## src/hw/fpl_pkg.sv

```systemverilog
// constants, types and register map of the front panel lamp controller
package fpl_pkg;

	// ********************************************************************
	// timing
	// ********************************************************************
	localparam int CLK_PERIOD_NS  = 50;
	localparam int BLINK_HALF_MS  = 250;
	localparam int STRETCH_MS     = 50;
	localparam int NS_PER_MS      = 1000000;
	localparam int BLINK_HALF_CYC = BLINK_HALF_MS * (NS_PER_MS / CLK_PERIOD_NS);
	localparam int STRETCH_CYC    = STRETCH_MS * (NS_PER_MS / CLK_PERIOD_NS);

	// ********************************************************************
	// register map
	// ********************************************************************
	localparam int         ADDR_W        = 5;
	localparam logic [4:0] OFS_CTRL_LOW  = 5'h00;
	localparam logic [4:0] OFS_CTRL_HIGH = 5'h04;
	localparam logic [4:0] OFS_STATUS    = 5'h08;
	localparam logic [4:0] OFS_MASK      = 5'h0C;
	localparam logic [4:0] OFS_LAMPS     = 5'h10;
	localparam int         SWFAIL_BIT    = 0;
	localparam int         GREEN_EN_BIT  = 0;
	localparam int         LAMPS_W       = 8;
	localparam int         MODE_LSB      = 8;
	localparam int         EVT_W         = 4;
	localparam int         EVT_ENUM      = 0;
	localparam int         EVT_SUPPLY    = 1;
	localparam int         EVT_HANDLE    = 2;
	localparam int         EVT_HWFAIL    = 3;
	localparam logic [1:0] RESP_OKAY     = 2'h0;
	localparam logic [1:0] RESP_SLVERR   = 2'h2;
	localparam int         ACT_W         = 4;
	localparam int         ACT_HUB       = 0;
	localparam int         ACT_ADDON     = 1;
	localparam int         ACT_NET_ONE   = 2;
	localparam int         ACT_NET_TWO   = 3;

	// ********************************************************************
	// types
	// ********************************************************************
	typedef enum logic [1:0] {
		PWR_S0 = 2'h0,
		PWR_S3 = 2'h1,
		PWR_S4 = 2'h2,
		PWR_S5 = 2'h3
	} fpl_power_type;

	typedef enum logic [2:0] {
		HL_GREEN  = 3'h0,
		HL_HANDLE = 3'h1,
		HL_SWFAIL = 3'h3,
		HL_HWFAIL = 3'h2,
		HL_OFF    = 3'h6
	} fpl_health_type;

	typedef struct packed {
		logic green;
		logic red;
	} fpl_red_green_type;

	typedef struct packed {
		logic green;
		logic yellow;
	} fpl_green_yellow_type;

	typedef struct packed {
		logic link;
		logic act;
	} fpl_net_port_type;

	typedef struct packed {
		fpl_power_type power;
		logic          handle_open;
		logic          hw_fail;
	} fpl_board_state_type;

endpackage

```

## src/hw/fpl_front_panel_leds.sv

```systemverilog
// front panel lamp controller with axi4-lite registers and hub sense lines

module fpl_front_panel_leds #(
	parameter int BLINK_HALF_CYC = fpl_pkg::BLINK_HALF_CYC,
	parameter int STRETCH_CYC    = fpl_pkg::STRETCH_CYC
)(
	input  wire logic                          aclk,
	input  wire logic                          aresetn,
	input  wire logic [fpl_pkg::ADDR_W-1:0]    awaddr,
	input  wire logic                          awvalid,
	output logic                               awready,
	input  wire logic [31:0]                   wdata,
	input  wire logic [3:0]                    wstrb,
	input  wire logic                          wvalid,
	output logic                               wready,
	output logic [1:0]                         bresp,
	output logic                               bvalid,
	input  wire logic                          bready,
	input  wire logic [fpl_pkg::ADDR_W-1:0]    araddr,
	input  wire logic                          arvalid,
	output logic                               arready,
	output logic [31:0]                        rdata,
	output logic [1:0]                         rresp,
	output logic                               rvalid,
	input  wire logic                          rready,
	input  wire fpl_pkg::fpl_board_state_type  board_state,
	input  wire logic                          user_red_drive_output,
	input  wire logic                          sata_hub_act,
	input  wire logic                          sata_addon_act,
	input  wire fpl_pkg::fpl_net_port_type     net_port_one,
	input  wire fpl_pkg::fpl_net_port_type     net_port_two,
	input  wire logic                          enum_n,
	input  wire logic                          supply_fail_n,
	output fpl_pkg::fpl_red_green_type         health_lamp,
	output fpl_pkg::fpl_red_green_type         user_lamp,
	output fpl_pkg::fpl_green_yellow_type      disk_activity_lamp,
	output fpl_pkg::fpl_green_yellow_type      backplane_net_lamp,
	output logic                               enum_sense_input,
	output logic                               supply_fail_sense_input,
	output logic                               supply_degrade_n,
	output logic                               irq
);

	localparam int BW = $clog2(BLINK_HALF_CYC + 1);
	localparam int SW = $clog2(STRETCH_CYC + 1);

	// ********************************************************************
	// helpers
	// ********************************************************************
	// steady level unless busy, then follows the blink phase
	function automatic logic blink_colour(input logic on, input logic busy, input logic ph);
		blink_colour = busy ? ph : on;
	endfunction

	function automatic logic is_mapped(input logic [fpl_pkg::ADDR_W-1:0] a);
		is_mapped = (a == fpl_pkg::OFS_CTRL_LOW) || (a == fpl_pkg::OFS_CTRL_HIGH) ||
			(a == fpl_pkg::OFS_STATUS) || (a == fpl_pkg::OFS_MASK) ||
			(a == fpl_pkg::OFS_LAMPS);
	endfunction

	logic                          software_failure_bit;
	logic                          user_green_enable_bit;
	logic [fpl_pkg::EVT_W-1:0]     status;
	logic [fpl_pkg::EVT_W-1:0]     mask;
	logic [fpl_pkg::EVT_W-1:0]     events;
	logic [fpl_pkg::EVT_W-1:0]     prev_lvl;
	logic [fpl_pkg::EVT_W-1:0]     now_lvl;
	logic [fpl_pkg::ACT_W-1:0]     act_in;
	logic [fpl_pkg::ACT_W-1:0]     act_busy;
	logic [BW-1:0]                 blink_cnt;
	logic                          blink;
	fpl_pkg::fpl_health_type       health_mode;
	fpl_pkg::fpl_health_type       next_health;
	logic                          in_sleep;
	logic                          aw_held;
	logic                          w_held;
	logic [fpl_pkg::ADDR_W-1:0]    aw_addr_q;
	logic [31:0]                   w_data_q;
	logic                          w_lane0_q;
	logic                          wr_do;

	// ********************************************************************
	// blink divider
	// ********************************************************************
	// free-running divider shared by every blinking element
	always_ff @(posedge aclk)
	begin
		if (!aresetn)
		begin
			blink_cnt <= '0;
			blink     <= 1'b0;
		end
		else if (blink_cnt == BW'(BLINK_HALF_CYC - 1))
		begin
			blink_cnt <= '0;
			blink     <= ~blink;
		end
		else
			blink_cnt <= blink_cnt + BW'(1);
	end

	// ********************************************************************
	// activity stretchers
	// ********************************************************************
	assign act_in = {net_port_two.act, net_port_one.act, sata_addon_act, sata_hub_act};

	generate
		for (genvar i = 0; i < fpl_pkg::ACT_W; i++)
		begin : g_stretch
			logic [SW-1:0] cnt;
			// reload on each pulse so a short burst stays visible
			always_ff @(posedge aclk)
			begin
				if (!aresetn)
					cnt <= '0;
				else if (act_in[i])
					cnt <= SW'(STRETCH_CYC);
				else if (cnt != '0)
					cnt <= cnt - SW'(1);
			end
			assign act_busy[i] = (cnt != '0);
		end
	endgenerate

	// ********************************************************************
	// health mode
	// ********************************************************************
	assign in_sleep = (board_state.power != fpl_pkg::PWR_S0);

	// priority decode of the health indication
	always_comb
	begin
		if (in_sleep)
			next_health = fpl_pkg::HL_OFF;
		else if (board_state.hw_fail)
			next_health = fpl_pkg::HL_HWFAIL;
		else if (software_failure_bit)
			next_health = fpl_pkg::HL_SWFAIL;
		else if (board_state.handle_open)
			next_health = fpl_pkg::HL_HANDLE;
		else
			next_health = fpl_pkg::HL_GREEN;
	end

	always_ff @(posedge aclk)
	begin
		if (!aresetn)
			health_mode <= fpl_pkg::HL_GREEN;
		else
			health_mode <= next_health;
	end

	// ********************************************************************
	// lamp drivers
	// ********************************************************************
	// health lamp; yellow is both elements lit
	always_ff @(posedge aclk)
	begin
		if (!aresetn)
			health_lamp <= '0;
		else
			case (health_mode)
				fpl_pkg::HL_OFF:    health_lamp <= '0;
				fpl_pkg::HL_GREEN:  health_lamp <= '{green: 1'b1, red: 1'b0};
				fpl_pkg::HL_HANDLE: health_lamp <= '{green: blink, red: blink};
				fpl_pkg::HL_HWFAIL: health_lamp <= '{green: 1'b0, red: 1'b1};
				fpl_pkg::HL_SWFAIL: health_lamp <= '{green: 1'b0, red: blink};
				default:            health_lamp <= '0;
			endcase
	end

	// user and disk lamps; sleep code overrides both
	always_ff @(posedge aclk)
	begin
		if (!aresetn)
		begin
			user_lamp          <= '0;
			disk_activity_lamp <= '0;
		end
		else if (in_sleep)
		begin
			user_lamp.red             <= 1'b0;
			user_lamp.green           <= (board_state.power != fpl_pkg::PWR_S3);
			disk_activity_lamp.green  <= (board_state.power != fpl_pkg::PWR_S4);
			disk_activity_lamp.yellow <= 1'b0;
		end
		else
		begin
			user_lamp.red             <= user_red_drive_output;
			user_lamp.green           <= user_green_enable_bit;
			disk_activity_lamp.green  <= blink_colour(1'b0, act_busy[fpl_pkg::ACT_HUB],
				blink);
			disk_activity_lamp.yellow <= blink_colour(1'b0, act_busy[fpl_pkg::ACT_ADDON],
				blink);
		end
	end

	// backplane network lamp, one colour per port
	always_ff @(posedge aclk)
	begin
		if (!aresetn)
			backplane_net_lamp <= '0;
		else
		begin
			backplane_net_lamp.green  <= blink_colour(net_port_one.link,
				act_busy[fpl_pkg::ACT_NET_ONE], blink);
			backplane_net_lamp.yellow <= blink_colour(net_port_two.link,
				act_busy[fpl_pkg::ACT_NET_TWO], blink);
		end
	end

	// ********************************************************************
	// hub sense lines and events
	// ********************************************************************
	assign supply_degrade_n = 1'b1;
	assign now_lvl = {board_state.hw_fail, board_state.handle_open, supply_fail_n, enum_n};

	// forward backplane lines and keep last levels for edge detection
	always_ff @(posedge aclk)
	begin
		if (!aresetn)
		begin
			enum_sense_input        <= 1'b1;
			supply_fail_sense_input <= 1'b1;
			prev_lvl                <= 4'h3;
		end
		else
		begin
			enum_sense_input        <= enum_n;
			supply_fail_sense_input <= supply_fail_n;
			prev_lvl                <= now_lvl;
		end
	end

	// enum any change; supply fail falling; handle and hw fail rising
	assign events[fpl_pkg::EVT_ENUM]   = now_lvl[0] ^ prev_lvl[0];
	assign events[fpl_pkg::EVT_SUPPLY] = prev_lvl[1] & ~now_lvl[1];
	assign events[fpl_pkg::EVT_HANDLE] = now_lvl[2] & ~prev_lvl[2];
	assign events[fpl_pkg::EVT_HWFAIL] = now_lvl[3] & ~prev_lvl[3];
	assign irq = |(status & mask);

	// ********************************************************************
	// axi4-lite slave
	// ********************************************************************
	assign awready = ~aw_held & ~bvalid;
	assign wready  = ~w_held & ~bvalid;
	assign arready = ~rvalid;
	assign wr_do   = aw_held & w_held & ~bvalid;

	// address and data taken in either order, answered once both held
	always_ff @(posedge aclk)
	begin
		if (!aresetn)
		begin
			aw_held   <= 1'b0;
			w_held    <= 1'b0;
			aw_addr_q <= '0;
			w_data_q  <= '0;
			w_lane0_q <= 1'b0;
			bvalid    <= 1'b0;
			bresp     <= fpl_pkg::RESP_OKAY;
		end
		else
		begin
			if (awvalid && awready)
			begin
				aw_held   <= 1'b1;
				aw_addr_q <= awaddr;
			end
			if (wvalid && wready)
			begin
				w_held    <= 1'b1;
				w_data_q  <= wdata;
				w_lane0_q <= wstrb[0];
			end
			if (wr_do)
			begin
				aw_held <= 1'b0;
				w_held  <= 1'b0;
				bvalid  <= 1'b1;
				bresp   <= is_mapped(aw_addr_q) ? fpl_pkg::RESP_OKAY : fpl_pkg::RESP_SLVERR;
			end
			else if (bvalid && bready)
				bvalid <= 1'b0;
		end
	end

	// control and mask registers
	always_ff @(posedge aclk)
	begin
		if (!aresetn)
		begin
			software_failure_bit  <= 1'b0;
			user_green_enable_bit <= 1'b0;
			mask                  <= '0;
		end
		else if (wr_do && w_lane0_q)
			case (aw_addr_q)
				fpl_pkg::OFS_CTRL_LOW:  software_failure_bit  <= w_data_q[fpl_pkg::SWFAIL_BIT];
				fpl_pkg::OFS_CTRL_HIGH: user_green_enable_bit <= w_data_q[fpl_pkg::GREEN_EN_BIT];
				fpl_pkg::OFS_MASK:      mask <= w_data_q[fpl_pkg::EVT_W-1:0];
				default:                mask <= mask;
			endcase
	end

	// sticky status, write one to clear, a new event wins
	always_ff @(posedge aclk)
	begin
		if (!aresetn)
			status <= '0;
		else if (wr_do && w_lane0_q && aw_addr_q == fpl_pkg::OFS_STATUS)
			status <= (status & ~w_data_q[fpl_pkg::EVT_W-1:0]) | events;
		else
			status <= status | events;
	end

	// read channel, one cycle to answer
	always_ff @(posedge aclk)
	begin
		if (!aresetn)
		begin
			rvalid <= 1'b0;
			rdata  <= '0;
			rresp  <= fpl_pkg::RESP_OKAY;
		end
		else if (arvalid && arready)
		begin
			rvalid <= 1'b1;
			rresp  <= is_mapped(araddr) ? fpl_pkg::RESP_OKAY : fpl_pkg::RESP_SLVERR;
			case (araddr)
				fpl_pkg::OFS_CTRL_LOW:  rdata <= 32'(software_failure_bit);
				fpl_pkg::OFS_CTRL_HIGH: rdata <= 32'(user_green_enable_bit);
				fpl_pkg::OFS_STATUS:    rdata <= 32'(status);
				fpl_pkg::OFS_MASK:      rdata <= 32'(mask);
				fpl_pkg::OFS_LAMPS:     rdata <= 32'({health_mode, backplane_net_lamp,
					disk_activity_lamp, user_lamp, health_lamp});
				default:                rdata <= 32'h0000_0000;
			endcase
		end
		else if (rvalid && rready)
			rvalid <= 1'b0;
	end
endmodule

```

## config.mk

```make
export PLATFORM = sky130hd
export DESIGN_NAME = fpl_front_panel_leds
export DESIGN_NICKNAME = d
export VERILOG_FILES = /design/src/hw/fpl_pkg.sv /design/src/hw/fpl_front_panel_leds.sv
export SDC_FILE = /design/constraint.sdc
export NUM_CORES = 1
export LEC_CHECK = 0
export BUFFER_PORTS_ARGS = -buffer_cell sky130_fd_sc_hd__clkbuf_2
export CAP_MARGIN = 10
export CORE_AREA = 4 4 118 120
export CTS_CLUSTER_DIAMETER = 30
export DETAILED_ROUTE_END_ITERATION = 16
export DIE_AREA = 0 0 122 124
export GPL_ROUTABILITY_DRIVEN = 0
export GPL_TIMING_DRIVEN = 0
export PLACE_DENSITY = 0.88
export SYNTH_ARGS = -nofsm -noshare
export SYNTH_HDL_FRONTEND = slang
export SYNTH_SLANG_ARGS = --single-unit
```

## constraint.sdc

```tcl
create_clock -name aclk -period 3.5 [get_ports aclk]
set_clock_uncertainty 0.15 [all_clocks]
set_input_delay 0.175 -clock aclk [delete_from_list [all_inputs] [get_ports aclk]]
set_output_delay 0.175 -clock aclk [all_outputs]
set_load 0.01 [all_outputs]
```

* After elaboration in Yosys (flattened, before gate mapping)
Index checks and enable logic that the tools add are counted.
** Word-level totals
- Register bits after elaboration :: 181
- Input port bits :: 66
- Output and inout bits :: 53
- Word-level logic and storage cells :: 148
** Operators by class
- Add/subtract/negate cells :: 5
- Eq/ne operators :: 14
- Multiplexer cells :: 27
- Bitwise logic cells :: 23
- Reductions and logical operators :: 42
** Operator list (count)
- $mux 20 :: 8
- $reduce_bool 20->1 :: 4
- $sub 20x1->20 const B :: 4
- $pmux 11 s5 :: 1
- $add 23x1->23 const B :: 1
- $eq 23x23->1 const B :: 1
- $eq 5x4->1 const B :: 4
- $reduce_bool 2->1 :: 7
- $reduce_or 2->1 :: 7
- $mux 2 :: 6
- $eq 5x3->1 const B :: 2
- $eq 5x5->1 const B :: 2
- $logic_not 5->1 :: 2
- $not 1->1 :: 10
- $mux 1 :: 9
- $and 4x4->4 :: 2
- $logic_or 1x1->1 :: 8
- $or 4x4->4 :: 2
- $pmux 2 s4 :: 1
- $and 1x1->1 :: 7
- $logic_and 1x1->1 :: 7
- $eq 3x2->1 const B :: 2
- $reduce_and 2->1 :: 3
- $reduce_or 3->1 :: 2
- 9 further kinds :: 9

* Logic depth before layout (Yosys ltp)
- Depth after elaboration :: 6
- Gate-level depth with buffers :: 8
- Depth with buffers taken out :: 7

* Least setup slack after synthesis
OpenSTA, ideal clock, no wires.
- Path type :: reg-to-reg
- From :: register g_stretch[2].cnt[0]
- To :: register g_stretch[2].cnt[5]
- Setup time :: 0.116 ns
- Data arrival time :: 2.139 ns
- Data required time :: 3.234 ns
- Path slack :: 1.094 ns
- Stages on the path, launching flop included :: 8
- Path buffers :: 0
- Period minus slack after synthesis :: 2.406 ns
- Path through :: dfxtp_1 inv_1 ha_1 or4b_4 or4_4 nor4_4 nor4_1 a41o_1
** On the way
- Cells in the longest elaborated chain, start to end :: 1
- Elaborated cells on any way between the ends :: 2
- Those cells by class :: 1 x add/sub; 1 x reduce/logical
** RTL lines
- start, declared :: RTL line fpl_front_panel_leds.sv:110 : logic [SW-1:0] cnt;
- start signal, assigned :: RTL line fpl_front_panel_leds.sv:117 : cnt <= SW'(STRETCH_CYC);
- start signal, assigned :: RTL line fpl_front_panel_leds.sv:119 : cnt <= cnt - SW'(1);
- $sub 20x1->20 / $reduce_bool 20->1 (equally long branches) :: RTL line fpl_front_panel_leds.sv:119, fpl_front_panel_leds.sv:118
Several ways; a longest one is shown, not always the timed one.
A chain may end at the register's enable or synchronous reset.

* Worst setup path in the final report
- From :: register g_stretch[1].cnt[10]
- To :: register disk_activity_lamp[0] (netlist bit)
** On the way
- Cells in the longest elaborated chain, start to end :: 3
** RTL lines
- start, declared :: RTL line fpl_front_panel_leds.sv:110
- start signal, assigned :: RTL line fpl_front_panel_leds.sv:117
- start signal, assigned :: RTL line fpl_front_panel_leds.sv:119
- $reduce_bool 20->1 :: RTL line fpl_front_panel_leds.sv:121 : assign act_busy[i] = (cnt != '0);
- $not 1->1 (no line)
- $reduce_or 3->1 (no line)
- end, declared :: RTL line fpl_front_panel_leds.sv:36 : output fpl_pkg::fpl_green_yellow_type disk_activity_lamp,
Every way passes these cells.

==> flow_summary.json <==
{
  "synth_warnings": 0,
  "hold_viol": 0,
  "rrSetupSlack_ns": 0.69,
  "wl_per_cell_um": 15.5,
  "numCtsBuffers": 17,
  "drc": 0,
  "ios": 119,
  "placed_area_um2": 7740,
  "async_flop_share_pct": 0,
  "die_h_um": 124,
  "grt_pass1_vias": 6215,
  "tritoncts": "yes",
  "startpoint": "g_stretch[1].cnt[10]$_SDFFE_PP0P_",
  "cts-resized-gates": 0,
  "drv_cap": 0,
  "clkLatencyLatePin_ns": 0.44,
  "syn_area_um2": 7140,
  "dr.pass1.iters": 7,
  "syn_to_final_growth_pct": 20.8,
  "wl_mm": 17.8,
  "ys_types": 58,
  "min_period_ns": 2.81,
  "syn_inst": 833,
  "synth_edf_count": 0,
  "diodes": 0,
  "power_density_nw_per_um2": 533,
  "cts.sinks": 156,
  "cp.required_ns": 3.68,
  "antenna_found_initial": 0,
  "p_sw_share_pct": 28.4,
  "layout-drive-gt1-share_pct": 13.6,
  "cp_common_cell": "nor4_1",
  "grt_overflow_total": 0,
  "vias_per_cell": 5.70,
  "grt_pass1_wl_mm": 29.1,
  "rsz0062_at_grt": "false",
  "drtIter0Drc": 522,
  "relSlewSlack_pct": 38.6,
  "worst_ep_arrival_time_ns": 2.99,
  "die_area_um2": 15100,
  "cp-endpoint": "disk_activity_lamp[0]$_SDFF_PP0_",
  "nets": 1035,
  "cts.reportedPaths.clkPinSlew_ns": 0.06,
  "finalMaxSlewViolations": 0,
  "seqPwrFrac_pct": 43.5,
  "ys_seq_area_share_pct": 43.7,
  "cp.buffers_inverters": 2,
  "clockBufferDepth": 2,
  "die_w_um": 122,
  "cp_max_fo": 10,
  "critPathKind": "reg2reg",
  "setup_violations": 0,
  "r2r-end": "disk_activity_lamp[0]$_SDFF_PP0_",
  "tns_ns": 0,
  "fmax_mhz": 356,
  "fin_area_um2": 8630,
  "crit_path_start_kind": "flop",
  "track_usage_pct": 24.3,
  "reg2reg_depth": 6,
  "crit_chain": "nor4_1 > nand4_1 > clkbuf_1 > nor2_1 > nor4_1 > dlygate4sd3_1",
  "fin_crit_sh_pct": 80.3,
  "crit_family": "simple AND/OR/NAND/NOR gates",
  "grt_max_degree": 17,
  "fill_cells": 980,
  "cpPeakStageDelay_ns": 0.68,
  "dp_hpwl_mm": 11.9,
  "cellLeakagePower_nw": 3.41,
  "switchingPower_mw": 1.31,
  "status": "finished clean",
  "cp.depth": 6,
  "worstReg2RegStart": "g_stretch[1].cnt[10]$_SDFFE_PP0P_",
  "cts-root-buf": "clkbuf_16",
  "worst_pin_slew_ns": 0.912,
  "htree_levels": 4,
  "cts_hold_buffers": 30,
  "ys_ff_latch": 156,
  "fin_worst_hold_slack_ns": 0.0201,
  "cts_setup_buffers": 0,
  "core_um2": 13000,
  "p_clk_share_pct": 39.7,
  "hold_path.class": "in2reg",
  "syn_area_per_cell_um2": 8.57,
  "ys.flop_type": "dfxtp_1",
  "p_comb_share_pct": 16.8,
  "cp_slowest_cell": "nor4_1",
  "ir_worst_vdd_v": 0.000462,
  "ant_nets": 0,
  "multi_input_area_um2": 3720,
  "initial_core_util_pct": 55.0,
  "routed-via-count": 6555,
  "regArea_um2": 3120,
  "numPortBuffers": 59,
  "p_int_mw": 3.30,
  "rows": 42,
  "end_kind": "flop"
}
## stage by stage
stage | util (%) | setup WS [ns] | power [mW] | std cells
2_1_floorplan | - | 1.09 | 2.59 | 855
3_3_place_gp | 59.6 | 0.901 | 2.73 | 1090
3_5_place_dp | 59.7 | 0.917 | 2.76 | 1090
4_1_cts | 66.5 | 0.731 | 4.59 | 1151
5_1_grt | 66.5 | 0.504 | 4.80 | 1151
6_report | 66.5 | 0.691 | 4.60 | 1151
## metal layers
metal | wire length, um | GRT usage [%] | vias to the layer above
li1 | - | - | 3179
met1 | 7290 | 28.5 | 3058
met2 | 8590 | 40.0 | 256
met3 | 1230 | 7.04 | 62
met4 | 709 | 13.5 | 0
met5 | 0 | 0 | -
## synth_stat cells, drive strengths merged, types with 16 or more instances
master	number	area, um^2
a21oi	52	260
inv	26	97.6
nor3	30	150
o21ai	19	95.1
nand2b	20	125
dfxtp	156	3120
clkbuf	26	97.6
or3	16	100
nor4	30	203
nand2	36	135
nand3	35	175
or4	18	146
xor2	23	201
nor2	134	505
buf	26	190
xnor2	40	350
## power groups by stage
stage               Combinational (mW)  Sequential, mW  Clock (mW)
detailed placement               0.726            2.03           0
global route                     0.863            2.02        1.92
finish                           0.775            2.00        1.83
floorplan                        0.577            2.01           0
global placement                 0.703            2.03           0
CTS                              0.764            2.00        1.83
## logic make-up after synthesis
family                   count (synthesis)  synth area share (%)
multiplexers                            14                  2.14
adder cells (fa/ha/maj)                  6                  1.05
buffers and inverters                   79                  5.45
XOR/XNOR                                63                  7.73
other                                    2                 0.105
AND/OR/NAND/NOR                        378                  27.9
flip-flops                             156                  43.7
AO/OA/AOI/OAI                          135                  11.9
## worst min-delay path by stage
stage	startpoint	end	slack, ns	cells past startpoint
floorplan	board_state[2]	disk_activity_lamp[0]$_SDFF_PP0_	0.10	1
global placement	rready	rvalid$_SDFFE_PN0P_	0.22	2
detailed placement	rready	rvalid$_SDFFE_PN0P_	0.22	2
CTS	araddr[0]	rdata[3]$_SDFFE_PN0P_	0.0009	4
global route	araddr[4]	rdata[0]$_SDFFE_PN0P_	0.04	4
finish	araddr[0]	rdata[3]$_SDFFE_PN0P_	0.02	4
## cells in the final DEF, fill, tap and decap left out, types with 15 or more instances in the layout
| cell | instances |
|---|---|
| nor4_1 | 29 |
| buf_4 | 24 |
| inv_1 | 26 |
| or4_1 | 15 |
| xnor2_1 | 40 |
| nand2b_1 | 20 |
| clkbuf_16 | 17 |
| nand3_1 | 35 |
| xor2_1 | 23 |
| a21oi_1 | 52 |
| o21ai_0 | 19 |
| dfxtp_1 | 156 |
| nand2_1 | 36 |
| clkbuf_1 | 27 |
| dlygate4sd3_1 | 30 |
| nor3_1 | 30 |
| nor2_1 | 133 |
| or3_1 | 16 |
| clkbuf_2 | 59 |
| conb_1 | 24 |
## sequential cells by signal, indices dropped and copies added, names as in the netlist, 2 cells and up
name                flops
status                  4
backplane_net_lamp      2
g_stretch.cnt          80
health_lamp             2
prev_lvl                4
blink_cnt              23
health_mode             3
disk_activity_lamp      2
user_lamp               2
rdata                  11
w_data_q                4
mask                    4
aw_addr_q               5
## area by class of cell
class,instances,area share [%]
Inverter,27,1.17
Clock inverter,12,1.61
Multi-Input combinational cell,620,43.1
Sequential cell,156,36.2
Clock buffer,19,5.13
Buffer,52,3.34
Timing Repair Buffer,89,6.90
Tap cell,176,2.55
## worst register-to-register path: cells and delay by family (launching register included)
family        cells  cell delay (ns)
buf+inv           2             0.84
flops             1             0.35
simple gates      4             1.38
Note: power is estimated with default switching activity, not from simulation.
